===== src/rtl/bit_plane_pkg.sv =====
package bit_plane_pkg;
  localparam int SCALAR_WIDTH = 32;
  localparam int LITERAL_WIDTH = 16;
  localparam int REG_FIELD_WIDTH = 4;
  localparam int BIT_INDEX_WIDTH = 5;
  localparam int PLANE_ADDR_WIDTH = 16;
  localparam int PAUSE_WIDTH = 18;
  localparam logic [PAUSE_WIDTH-1:0] PAUSE_MIN = 18'h00001;
  localparam logic [PAUSE_WIDTH-1:0] PAUSE_MAX = 18'h3FFFF;
  localparam logic [SCALAR_WIDTH-1:0] SCALAR_RESET = 32'h00000000;
  localparam logic [LITERAL_WIDTH-1:0] LITERAL_UPPER_ZERO = 16'h0000;

  typedef enum logic [4:0] {
    OP_NOP = 5'h00,
    OP_OR_REG = 5'h01,
    OP_OR_WITH_LITERAL = 5'h02,
    OP_OR_WITH_INV_LITERAL = 5'h03,
    OP_NOR_WITH_LITERAL = 5'h04,
    OP_NOR_WITH_INV_LITERAL = 5'h05,
    OP_PAUSE = 5'h06,
    OP_COPY_ACTIVITY_TO_RESULT = 5'h07,
    OP_COPY_INV_ACTIVITY_TO_RESULT = 5'h08,
    OP_COPY_ACTIVITY_CLEAR_CARRY = 5'h09,
    OP_COPY_INV_ACTIVITY_CLEAR_CARRY = 5'h0A,
    OP_BROADCAST_REG_BIT = 5'h0B,
    OP_BROADCAST_INV_REG_BIT = 5'h0C,
    OP_COPY_CARRY_TO_RESULT = 5'h0D,
    OP_COPY_INV_CARRY_TO_RESULT = 5'h0E,
    OP_COPY_CARRY_THEN_CLEAR = 5'h0F,
    OP_EQUIV_BIT_WITH_STORE = 5'h10,
    OP_EQUIV_BIT_WITH_INV_STORE = 5'h11,
    OP_CLEAR_RESULT_PLANE = 5'h12,
    OP_CLEAR_RESULT_AND_ACTIVITY = 5'h13,
    OP_CLEAR_RESULT_AND_CARRY = 5'h14,
    OP_SUM_CARRY_ACTIVITY = 5'h15,
    OP_SUM_CARRY_INV_ACTIVITY = 5'h16,
    OP_SUM_CARRY_INTO_RESULT = 5'h17,
    OP_LOAD_ACTIVITY = 5'h18,
    OP_LOAD_CARRY = 5'h19,
    OP_LOAD_SCALAR = 5'h1A
  } opcode_t;

  typedef enum logic {
    ST_RUN = 1'b0,
    ST_PAUSED = 1'b1
  } exec_state_t;
endpackage


===== src/rtl/bit_plane_and_scalar_logic.sv =====
`timescale 1ns/100ps
// Notes on behaviour
// - or-with-literal ORs optionally inverted register, writes back
// - nor-with-literal stores NOR of register and literal
// - literal zero-extended to 32 bits
// - inverted-literal variants complement the extended literal
// - register OR with optional inversion of each
// - first field is source and destination; second is source
// - pause halts with number 1..262143 until restart
// - result loads activity or its complement
// - load result from activity then clear carry
// - broadcast one register bit, or complement, to result
// - broadcast uses bit index, ignores plane address
// - result loads carry or its complement
// - result loads carry, then carry cleared
// - result is XNOR of store plane and bit
// - equivalence uses plane address and bit index
// - out-of-block store address in an equivalence raises run-time error
// - clear result plane
// - clear result and activity planes
// - clear result and carry planes
// - result is carry XOR activity or its complement
// - result becomes result XOR carry
module bit_plane_and_scalar_logic #(
  parameter int PLANE_BITS = 64,
  parameter int NUM_REGS = 16
) (
  input wire logic clk_sys,
  input wire logic rst,
  input wire logic instr_valid,
  input wire bit_plane_pkg::opcode_t opcode,
  input wire logic [bit_plane_pkg::REG_FIELD_WIDTH-1:0] dest_reg_field,
  input wire logic [bit_plane_pkg::REG_FIELD_WIDTH-1:0] second_reg_field,
  input wire logic inv_first,
  input wire logic inv_second,
  input wire logic [bit_plane_pkg::LITERAL_WIDTH-1:0] literal,
  input wire logic [bit_plane_pkg::SCALAR_WIDTH-1:0] scalar_load_data,
  input wire logic use_edge_reg,
  input wire logic [bit_plane_pkg::SCALAR_WIDTH-1:0] edge_reg_value,
  input wire logic [bit_plane_pkg::BIT_INDEX_WIDTH-1:0] eff_bit_index,
  input wire logic [bit_plane_pkg::PLANE_ADDR_WIDTH-1:0] eff_plane_addr,
  input wire logic [bit_plane_pkg::PLANE_ADDR_WIDTH-1:0] block_base,
  input wire logic [bit_plane_pkg::PLANE_ADDR_WIDTH-1:0] block_limit,
  input wire logic [PLANE_BITS-1:0] store_plane_data,
  input wire logic [bit_plane_pkg::PAUSE_WIDTH-1:0] pause_number,
  input wire logic restart,
  input wire logic error_clear,
  output logic [PLANE_BITS-1:0] result_plane_reg,
  output logic [PLANE_BITS-1:0] activity_plane_reg,
  output logic [PLANE_BITS-1:0] carry_plane_reg,
  output logic [bit_plane_pkg::SCALAR_WIDTH-1:0] scalar_result_reg,
  output logic [bit_plane_pkg::REG_FIELD_WIDTH-1:0] scalar_result_idx_reg,
  output logic scalar_result_valid_reg,
  output logic paused_reg,
  output logic [bit_plane_pkg::PAUSE_WIDTH-1:0] pause_code_reg,
  output logic runtime_error_reg,
  output logic done_reg
);
  localparam int SW = bit_plane_pkg::SCALAR_WIDTH;

  bit_plane_pkg::exec_state_t state_reg;
  bit_plane_pkg::exec_state_t state_next;
  logic [SW-1:0] regs_reg [NUM_REGS];
  logic accept;
  logic [SW-1:0] opnd_a;
  logic [SW-1:0] opnd_b;
  logic [SW-1:0] lit_ext;
  logic [SW-1:0] scalar_next;
  logic scalar_write;
  logic [SW-1:0] bit_source;
  logic sel_bit;
  logic addr_bad;
  logic pause_ok;
  logic [PLANE_BITS-1:0] result_next;
  logic [PLANE_BITS-1:0] activity_next;
  logic [PLANE_BITS-1:0] carry_next;

  assign accept = instr_valid && (state_reg == bit_plane_pkg::ST_RUN);
  // first field names both the first source and the destination
  assign opnd_a = inv_first ? ~regs_reg[dest_reg_field] : regs_reg[dest_reg_field];
  assign opnd_b = inv_second ? ~regs_reg[second_reg_field] : regs_reg[second_reg_field];
  assign lit_ext = {bit_plane_pkg::LITERAL_UPPER_ZERO, literal};
  assign bit_source = use_edge_reg ? edge_reg_value : regs_reg[dest_reg_field];
  // only the bit index picks the bit; plane address plays no part here
  assign sel_bit = bit_source[eff_bit_index];
  assign addr_bad = (eff_plane_addr < block_base) || (eff_plane_addr > block_limit);
  assign pause_ok = (pause_number >= bit_plane_pkg::PAUSE_MIN) && (pause_number <= bit_plane_pkg::PAUSE_MAX);

  always_comb
  begin
    scalar_next = opnd_a;
    scalar_write = 1'b0;
    case (opcode)
      bit_plane_pkg::OP_OR_REG:
      begin
        scalar_next = opnd_a | opnd_b;
        scalar_write = 1'b1;
      end
      bit_plane_pkg::OP_OR_WITH_LITERAL:
      begin
        scalar_next = opnd_a | lit_ext;
        scalar_write = 1'b1;
      end
      bit_plane_pkg::OP_OR_WITH_INV_LITERAL:
      begin
        scalar_next = opnd_a | ~lit_ext;
        scalar_write = 1'b1;
      end
      bit_plane_pkg::OP_NOR_WITH_LITERAL:
      begin
        scalar_next = ~(opnd_a | lit_ext);
        scalar_write = 1'b1;
      end
      bit_plane_pkg::OP_NOR_WITH_INV_LITERAL:
      begin
        scalar_next = ~(opnd_a | ~lit_ext);
        scalar_write = 1'b1;
      end
      bit_plane_pkg::OP_LOAD_SCALAR:
      begin
        scalar_next = scalar_load_data;
        scalar_write = 1'b1;
      end
      default: scalar_write = 1'b0;
    endcase
  end

  // each plane element takes its new value from its own operand bits; broadcast uses only the one selected bit sel_bit, equivalence uses it too
  always_comb
  begin
    result_next = result_plane_reg;
    activity_next = activity_plane_reg;
    carry_next = carry_plane_reg;
    case (opcode)
      bit_plane_pkg::OP_COPY_ACTIVITY_TO_RESULT: result_next = activity_plane_reg;
      bit_plane_pkg::OP_COPY_INV_ACTIVITY_TO_RESULT: result_next = ~activity_plane_reg;
      bit_plane_pkg::OP_COPY_ACTIVITY_CLEAR_CARRY:
      begin
        result_next = activity_plane_reg;
        carry_next = '0;
      end
      bit_plane_pkg::OP_COPY_INV_ACTIVITY_CLEAR_CARRY:
      begin
        result_next = ~activity_plane_reg;
        carry_next = '0;
      end
      bit_plane_pkg::OP_BROADCAST_REG_BIT: result_next = {PLANE_BITS{sel_bit}};
      bit_plane_pkg::OP_BROADCAST_INV_REG_BIT: result_next = {PLANE_BITS{~sel_bit}};
      bit_plane_pkg::OP_COPY_CARRY_TO_RESULT: result_next = carry_plane_reg;
      bit_plane_pkg::OP_COPY_INV_CARRY_TO_RESULT: result_next = ~carry_plane_reg;
      bit_plane_pkg::OP_COPY_CARRY_THEN_CLEAR:
      begin
        result_next = carry_plane_reg;
        carry_next = '0;
      end
      bit_plane_pkg::OP_EQUIV_BIT_WITH_STORE:
      begin
        if (!addr_bad)
        begin
          result_next = ~(store_plane_data ^ {PLANE_BITS{sel_bit}});
        end
      end
      bit_plane_pkg::OP_EQUIV_BIT_WITH_INV_STORE:
      begin
        if (!addr_bad)
        begin
          result_next = ~(~store_plane_data ^ {PLANE_BITS{sel_bit}});
        end
      end
      bit_plane_pkg::OP_CLEAR_RESULT_PLANE: result_next = '0;
      bit_plane_pkg::OP_CLEAR_RESULT_AND_ACTIVITY:
      begin
        result_next = '0;
        activity_next = '0;
      end
      bit_plane_pkg::OP_CLEAR_RESULT_AND_CARRY:
      begin
        result_next = '0;
        carry_next = '0;
      end
      bit_plane_pkg::OP_SUM_CARRY_ACTIVITY: result_next = carry_plane_reg ^ activity_plane_reg;
      bit_plane_pkg::OP_SUM_CARRY_INV_ACTIVITY: result_next = carry_plane_reg ^ ~activity_plane_reg;
      bit_plane_pkg::OP_SUM_CARRY_INTO_RESULT: result_next = result_plane_reg ^ carry_plane_reg;
      bit_plane_pkg::OP_LOAD_ACTIVITY: activity_next = store_plane_data;
      bit_plane_pkg::OP_LOAD_CARRY: carry_next = store_plane_data;
      default: result_next = result_plane_reg;
    endcase
  end

  // planes move together in a single step
  always_ff @(posedge clk_sys)
  begin
    if (rst)
    begin
      result_plane_reg <= '0;
      activity_plane_reg <= '0;
      carry_plane_reg <= '0;
    end
    else if (accept)
    begin
      result_plane_reg <= result_next;
      activity_plane_reg <= activity_next;
      carry_plane_reg <= carry_next;
    end
  end

  always_ff @(posedge clk_sys)
  begin
    if (rst)
    begin
      for (int i = 0; i < NUM_REGS; i++)
        regs_reg[i] <= bit_plane_pkg::SCALAR_RESET;
    end
    else if (accept && scalar_write)
    begin
      regs_reg[dest_reg_field] <= scalar_next;
    end
  end

  always_ff @(posedge clk_sys)
  begin
    if (rst)
    begin
      scalar_result_reg <= bit_plane_pkg::SCALAR_RESET;
      scalar_result_idx_reg <= '0;
      scalar_result_valid_reg <= 1'b0;
      done_reg <= 1'b0;
    end
    else
    begin
      scalar_result_valid_reg <= accept && scalar_write;
      done_reg <= accept;
      if (accept && scalar_write)
      begin
        scalar_result_reg <= scalar_next;
        scalar_result_idx_reg <= dest_reg_field;
      end
    end
  end

  // pause holds off further instructions until restart
  always_comb
  begin
    state_next = state_reg;
    case (state_reg)
      bit_plane_pkg::ST_RUN:
        if (accept && opcode == bit_plane_pkg::OP_PAUSE && pause_ok)
          state_next = bit_plane_pkg::ST_PAUSED;
      bit_plane_pkg::ST_PAUSED:
        if (restart)
          state_next = bit_plane_pkg::ST_RUN;
      default: state_next = bit_plane_pkg::ST_RUN;
    endcase
  end

  always_ff @(posedge clk_sys)
  begin
    if (rst)
    begin
      state_reg <= bit_plane_pkg::ST_RUN;
      paused_reg <= 1'b0;
      pause_code_reg <= '0;
    end
    else
    begin
      state_reg <= state_next;
      paused_reg <= (state_next == bit_plane_pkg::ST_PAUSED);
      if (accept && opcode == bit_plane_pkg::OP_PAUSE && pause_ok)
        pause_code_reg <= pause_number;
    end
  end

  // sticky error; a new error wins over a clear in the same cycle
  always_ff @(posedge clk_sys)
  begin
    if (rst)
    begin
      runtime_error_reg <= 1'b0;
    end
    else if (accept && ((addr_bad && (opcode == bit_plane_pkg::OP_EQUIV_BIT_WITH_STORE
             || opcode == bit_plane_pkg::OP_EQUIV_BIT_WITH_INV_STORE))
             || (opcode == bit_plane_pkg::OP_PAUSE && !pause_ok)))
    begin
      runtime_error_reg <= 1'b1;
    end
    else if (error_clear)
    begin
      runtime_error_reg <= 1'b0;
    end
  end

  a_or_literal: assert property (@(posedge clk_sys) disable iff (rst)
    accept && opcode == bit_plane_pkg::OP_OR_WITH_LITERAL
    |=> scalar_result_valid_reg && scalar_result_reg == ($past(opnd_a) | {16'h0000, $past(literal)}))
    else $error("or with literal result wrong");
  a_nor_inv_lit: assert property (@(posedge clk_sys) disable iff (rst)
    accept && opcode == bit_plane_pkg::OP_NOR_WITH_INV_LITERAL
    |=> scalar_result_reg[31:16] == 16'h0000 && scalar_result_reg[15:0] == ($past(~opnd_a[15:0]) & $past(literal)))
    else $error("nor with inverted literal result wrong");
  a_copy_act_cc: assert property (@(posedge clk_sys) disable iff (rst)
    accept && opcode == bit_plane_pkg::OP_COPY_INV_ACTIVITY_CLEAR_CARRY
    |=> result_plane_reg == ~$past(activity_plane_reg) && carry_plane_reg == '0)
    else $error("copy inverted activity and clear carry wrong");
  a_broadcast_bit: assert property (@(posedge clk_sys) disable iff (rst)
    accept && opcode == bit_plane_pkg::OP_BROADCAST_REG_BIT
    |=> (result_plane_reg == '0 || result_plane_reg == '1) && result_plane_reg[0] == $past(sel_bit))
    else $error("broadcast bit not uniform");
  a_carry_clear: assert property (@(posedge clk_sys) disable iff (rst)
    accept && opcode == bit_plane_pkg::OP_COPY_CARRY_THEN_CLEAR
    |=> result_plane_reg == $past(carry_plane_reg) && carry_plane_reg == '0)
    else $error("copy carry then clear wrong");
  a_equiv_error: assert property (@(posedge clk_sys) disable iff (rst)
    accept && addr_bad && opcode == bit_plane_pkg::OP_EQUIV_BIT_WITH_STORE
    |=> runtime_error_reg && $stable(result_plane_reg))
    else $error("bad store address not flagged");
  a_clear_both: assert property (@(posedge clk_sys) disable iff (rst)
    accept && opcode == bit_plane_pkg::OP_CLEAR_RESULT_AND_ACTIVITY
    |=> result_plane_reg == '0 && activity_plane_reg == '0 && carry_plane_reg == $past(carry_plane_reg))
    else $error("clear result and activity wrong");
  a_sum_result: assert property (@(posedge clk_sys) disable iff (rst)
    accept && opcode == bit_plane_pkg::OP_SUM_CARRY_INTO_RESULT
    |=> result_plane_reg == ($past(result_plane_reg) ^ $past(carry_plane_reg)))
    else $error("sum carry into result wrong");
  a_nop_quiet: assert property (@(posedge clk_sys) disable iff (rst)
    accept && opcode == bit_plane_pkg::OP_NOP && !error_clear
    |=> $stable(result_plane_reg) && $stable(activity_plane_reg) && $stable(carry_plane_reg)
        && !scalar_result_valid_reg && runtime_error_reg == $past(runtime_error_reg))
    else $error("no-operation changed state");
  a_pause_hold: assert property (@(posedge clk_sys) disable iff (rst)
    accept && opcode == bit_plane_pkg::OP_PAUSE && pause_ok
    |=> paused_reg && pause_code_reg == $past(pause_number))
    else $error("pause not entered");
endmodule


===== config.mk =====
export PLATFORM = sky130hd
export DESIGN_NAME = bit_plane_and_scalar_logic
export DESIGN_NICKNAME = d
export VERILOG_FILES = /design/src/rtl/bit_plane_pkg.sv /design/src/rtl/bit_plane_and_scalar_logic.sv
export SDC_FILE = /design/constraint.sdc
export NUM_CORES = 2
export LEC_CHECK = 0
export ABC_AREA = 1
export BUFFER_PORTS_ARGS = -buffer_cell sky130_fd_sc_hd__clkbuf_2
export CAP_MARGIN = 15
export CORE_MARGIN = 1.5
export CORE_UTILIZATION = 30
export CTS_BUF_LIST = sky130_fd_sc_hd__clkbuf_8
export CTS_CLUSTER_SIZE = 12
export DETAILED_ROUTE_END_ITERATION = 8
export PLACE_DENSITY = 0.49
export REMOVE_ABC_BUFFERS = 1
export SYNTH_ARGS = -nofsm -noshare
export SYNTH_HDL_FRONTEND = slang
export SYNTH_SLANG_ARGS = --single-unit

===== constraint.sdc =====
create_clock -name clk_sys -period 3.5 [get_ports clk_sys]
set_input_delay 0.7 -clock clk_sys [delete_from_list [all_inputs] [get_ports clk_sys]]
set_output_delay 0.7 -clock clk_sys [all_outputs]
set_load 0.02 [all_outputs]

# Word-level counts from Yosys, hierarchy flattened
# Memories as Yosys holds them, arrays and structs flattened.
# Index checks and enable logic that the tools add are counted.
word_totals:
  in_bits: 236
  mem_bits_rw: 512
  n_memories: 1
  out_inout_bits: 250
  word_cells: 115
  mem_bits_ro: 0
  latchBits: 0
  regBits: 250
mem_list:
  columns: ["name", "words", "word_bits", "read_ports", "rd_clocked_by_memory_dff", "wr", "line_no", "text"]
  rows:
  - ["regs_reg", 16, 32, 2, 0, 16, "bit_plane_and_scalar_logic.sv:63", "logic [SW-1:0] regs_reg [NUM_REGS];"]
classes:
  order_cmp: 5
  n_eq_ne: 28
  div: 0
  mul: 0
  n_addsub: 0
  n_reduce_logical: 26
  bitwise_logic: 20
  mux: 25
  n_shift: 0
op_table:
  columns: ["op", "n"]
  rows:
  - ["$pmux 64 s12", 1]
  - ["$not 64->64", 5]
  - ["$xor 64x64->64", 5]
  - ["$pmux 64 s2", 2]
  - ["$pmux 32 s6", 1]
  - ["$mux 32", 4]
  - ["$mux 64", 2]
  - ["$not 32->32", 4]
  - ["$or 32x32->32", 2]
  - ["$eq 5x5->1 const B", 11]
  - ["$eq 5x4->1 const B", 8]
  - ["$not 16->32", 1]
  - ["$or 32x16->32", 1]
  - ["$reduce_or 32->1", 1]
  - ["$eq 5x3->1 const B", 4]
  - ["$ge 18x1->1 const B", 1]
  - ["$le 18x18->1 const B", 1]
  - ["$gt 16x16->1", 1]
  - ["$lt 16x16->1", 1]
  - ["$mux 1", 12]
  - ["$reduce_bool 12->1", 1]
  - ["$eq 5x2->1 const B", 2]
  - ["$logic_and 1x1->1", 8]
  - ["$lt 5x6->1 const B", 1]
  - ["other kinds (15)", 24]

# Logic depth before layout (Yosys ltp)
depth:
  ltp_word: 9
  mapped_depth: 26
  ltp_nobuf: 21

# Worst setup path after synthesis
# Ideal clock, no wire load.
synth_timing:
  kind: "in2reg"
  from: "in opcode[4]"
  to: "mem regs_reg[12][0] (netlist name) (enable)"
  t_arrival_ns: 3.183
  slack_ns: -0.072
  required_ns: 3.111
  cell_stages: 15
  path_cell_list: "nor2_1 inv_1 nor2_1 inv_2 nor2_2 inv_2 o21ai_1 nor2_2 nor2_2 inv_2 nor2_1 buf_2 nand3_1 buf_2 nand2_1"
synth_lines:
  columns: ["item", "line_no", "text"]
  rows:
  - ["start: declaration", "bit_plane_and_scalar_logic.sv:31", "input wire bit_plane_pkg::opcode_t opcode,"]
  - ["end: declaration", "bit_plane_and_scalar_logic.sv:63", null]

# Worst setup path after layout
layout_timing:
  from: "in dest_reg_field[0] (netlist name)"
  to: "reg result_plane_reg[6]"
layout_between:
  elab_chain_cells: 8
layout_lines:
  columns: ["item", "line_no", "text"]
  rows:
  - ["start: declaration", "bit_plane_and_scalar_logic.sv:32", "input wire logic [bit_plane_pkg::REG_FIELD_WIDTH-1:0] dest_reg_field,"]
  - ["$mem_v2 16x32 *", null, null]
  - ["$mux 32 *", "bit_plane_and_scalar_logic.sv:83", "assign bit_source = use_edge_reg ? edge_reg_value : regs_reg[dest_reg_field];"]
  - ["$bmux 1 s5 *", "bit_plane_and_scalar_logic.sv:85", "assign sel_bit = bit_source[eff_bit_index];"]
  - ["$mux 1 (not written as such) *", "bit_plane_and_scalar_logic.sv:85", null]
  - ["$xor 64x64->64, on equally long branches", "bit_plane_and_scalar_logic.sv:167, bit_plane_and_scalar_logic.sv:160", null]
  - ["$not 64->64, on equally long branches", "bit_plane_and_scalar_logic.sv:167, bit_plane_and_scalar_logic.sv:160", null]
  - ["$mux 64, on equally long branches", "bit_plane_and_scalar_logic.sv:165, bit_plane_and_scalar_logic.sv:158", null]
  - ["$pmux 64 s12 *", "bit_plane_and_scalar_logic.sv:134", "case (opcode)"]
  - ["end signal: assignment", "bit_plane_and_scalar_logic.sv:201", "result_plane_reg <= result_next;"]
  - ["end: declaration", "bit_plane_and_scalar_logic.sv:48", "output logic [PLANE_BITS-1:0] result_plane_reg,"]
# Mark *: on every way between the ends. The rest lies on a longest branch, timed or not. The select of a mux whose other input is x is not followed.
# A chain may end at the register's enable or synchronous reset.

==> metrics <==
worst reg2reg path depth=21; largest net degree at the start of global routing=66; WL final=~230000 µm; Initial Util=0.303; # rows=144; crit start category=input port; gr ovfl total=0; setup ws final=0.211 ns; pre-CTS setup slack=-0.496 ns; Crit Path Max Fanout=47; height of the die=398 µm; Layout area overhead=24.6%; share of layout cells above drive strength 1=0.173; Die Area=158000 µm²; max reg flops=approximately 510; Reg-to-Reg End=result_plane_reg[6]$_SDFFE_PP0P_; clock-pin slew on the worst setup and hold paths=0.06 ns; # Post-CTS Setup Buffers=0; worst-margin pin slew=1.03 ns; Setup Skew=approximately 0.085 ns; Critical Path Start=dest_reg_field[0]; CP peak stage delay=0.36 ns; worst hold path type=input port to flop; Mean Syn Cell Area=7.07 µm²; most frequent cells in the layout=1919 x nand2_1, 1168 x nor2_1, 512 x edfxtp_1; most frequent CP cell=nand2_1; CP endpoint=result_plane_reg[6]$_SDFFE_PP0P_; top cell family by delay on the critical path=simple AND/OR/NAND/NOR gates; final core utilization=0.377; ys async rst share=0; CP endpoint kind=flop; clk root buf=clkbuf_8; Post-synth EDFFs=512; multi-input combinational cell area=22800 µm²; global-route wire length before repair=~320000 µm; drt first pass iters=6; sequential cell area fraction in the yosys report=0.436; clock sink count=between 700 and 800; final setup fails=0; Vias/cell=5.34; Die W=roughly 400 µm; I/O Buffers=around 490; Core Region=154000 µm²; relative slew slack=0.312; CTS buffer count=154; Worst EP arrival=4.13 ns; slowest CP cell=nand3_1; Fillers=16100; Min Hold Slack=~0.073 ns; commonest non-fill, non-tap cell in the layout=nand2_1; CTS Buffer Depth=3; TritonCTS clock tree=yes; DRC violations left=0; PD cells=419 nW/µm²; WP data required=4.34 ns; Cells after Synth=6606; vias in the first global route=46500; routed len/inst=between 20 and 25 µm; Tot Pwr=approximately 24 mW; initial antenna violation count=11; latest clock arrival within the worst-skew pair=0.92 ns; H-tree levels=4; Buffers & Inverters on Critical Path=5; Sequential cell area=20400 µm²; Ports=486; ANT nets after route=0; Top FF cell, synth=edfxtp_1; count of final hold-check violations=0; gpl congestion=0.905; Slew Viols, Final=0; initial drt markers=4953; DP HPWL=between 100000 and 150000 µm; post-route minimum period=3.29 ns; FMAX=304 MHz; Synth warnings=0; critical path depth=23; DR vias=50200; crit path cell chain=clkbuf_8 > buf_12 > buf_12 > o21ai_0 > nand2_1 > nand2_1 > nand2_1 > nand2_1 > nor2_1 > nand2_1 > nand3_1 > nand3_1 > nand3_1 > nand3_1 > nand3_4 > buf_12 > buf_4 > nand3_1 > nand2_1 > nand2_1 > nand3_1 > nand2_1 > a21oi_1; flop2flop setup slack=0.28 ns; FF+latch count, synth=between 700 and 800; run status=finished, final reports clean; mapped cell area=46700 µm²; Total Routing Usage GR=0.277; Nets=7490; final period utilization=0.940; WS Path Type=input port to flop; Yosys cell types=45; RSZ-0062 raised after global routing=no; leak pwr=roughly 24 nW; IR Drop Worst-Case VDD=0.319 mV; Max-Cap Viols=0; post_cts resized=0; FF-to-FF Start=regs_reg[5][17]$_SDFFCE_PN0P_
how the worst min path moves through the flow:
stage / startpoint / end / slack (ns) / depth (start not counted)
floorplan: runtime_error_reg$_SDFFE_PP0P_ / runtime_error_reg$_SDFFE_PP0P_ / 0.54 / 2
global placement: runtime_error_reg$_SDFFE_PP0P_ / runtime_error_reg$_SDFFE_PP0P_ / 0.46 / 2
detailed placement: pause_code_reg[7]$_SDFFE_PP0P_ / pause_code_reg[7]$_SDFFE_PP0P_ / 0.48 / 2
CTS: store_plane_data[22] / activity_plane_reg[22]$_SDFFE_PP0P_ / 0.0006 / 3
global route: store_plane_data[57] / activity_plane_reg[57]$_SDFFE_PP0P_ / 0.05 / 3
finish: store_plane_data[35] / activity_plane_reg[35]$_SDFFE_PP0P_ / 0.07 / 3
cells in the mapped netlist (36+ instances only):
| master | instances | share of area |
|---|---|---|
| buf_4 | 36 | 0.0058 |
| xor2_1 | 47 | 0.0088 |
| inv_1 | 364 | 0.029 |
| dfxtp_1 | 250 | 0.11 |
| o211ai_1 | 41 | 0.0066 |
| clkbuf_1 | 290 | 0.023 |
| edfxtp_1 | 512 | 0.33 |
| o21ai_0 | 490 | 0.053 |
| nand2_1 | 1942 | 0.16 |
| buf_2 | 105 | 0.011 |
| o2111ai_1 | 68 | 0.013 |
| a21oi_1 | 397 | 0.043 |
| nand3_1 | 397 | 0.043 |
| nor2_1 | 1178 | 0.095 |
| o21ai_1 | 66 | 0.0071 |
| a22oi_1 | 64 | 0.010 |
| o221ai_1 | 61 | 0.011 |
where the power goes:
part | switching, mW | leakage (nW) | internal [mW]
combinational | 3.31 | 15.4 | 1.77
sequential | 0.175 | 7.28 | 9.88
clock | 4.52 | 1.72 | 4.74
total | 8.00 | 24.4 | 16.4
layer usage:
metal  vias up  share of wire  global-route usage
met5         -        0.00015                   0
met4         6          0.049               0.130
met3       569          0.095              0.0647
met2      2595           0.45               0.445
met1     23900           0.40               0.349
li1      23200              -                   -
area by class of cell:
type,instances,share of cell area
multi-input combinational,4964,0.391
sequential,762,0.350
timing repair buffer,958,0.139
tap,2044,0.0439
clock buffer,171,0.0404
inverter,383,0.0250
clock inverter,109,0.0106
antenna,8,0.000344
kinds of logic (layout without fill, tap and decap cells):
group | count (synthesis) | in the layout | share of synthesized area
AO/OA/AOI/OAI | 1285 | 1285 | 0.159
XOR/XNOR | 47 | 47 | 0.00881
adder cells (fa/ha/maj) | 31 | 31 | 0.00830
buffers and inverters | 880 | 1621 | 0.0816
flip-flops | 762 | 762 | 0.436
multiplexers | 1 | 1 | 0.000214
other | 0 | 8 | 0
AND/OR/NAND/NOR | 3600 | 3600 | 0.306
per-stage QoR:
step	setup TNS [ns]	cell area [µm²]	cells
6_report	0	58200	9399
4_1_cts	0	58200	9391
3_3_place_gp	-39.00	55100	9095
3_5_place_dp	-39.11	55100	9095
2_1_floorplan	-2695.53	44300	6109
5_1_grt	0	58200	9396
worst min-delay path, stage by stage:
cell      delay, ns
clkbuf_2       0.11
nand2_1        0.07
a21oi_1        0.06
repair_timing:
item / CTS / global route
endpoints found under the setup margin: 0 / 0
hold buffers: 16 / 0
endpoints found under the hold margin: 17 / 0
No activity file was read; power rests on OpenSTA's default activity.
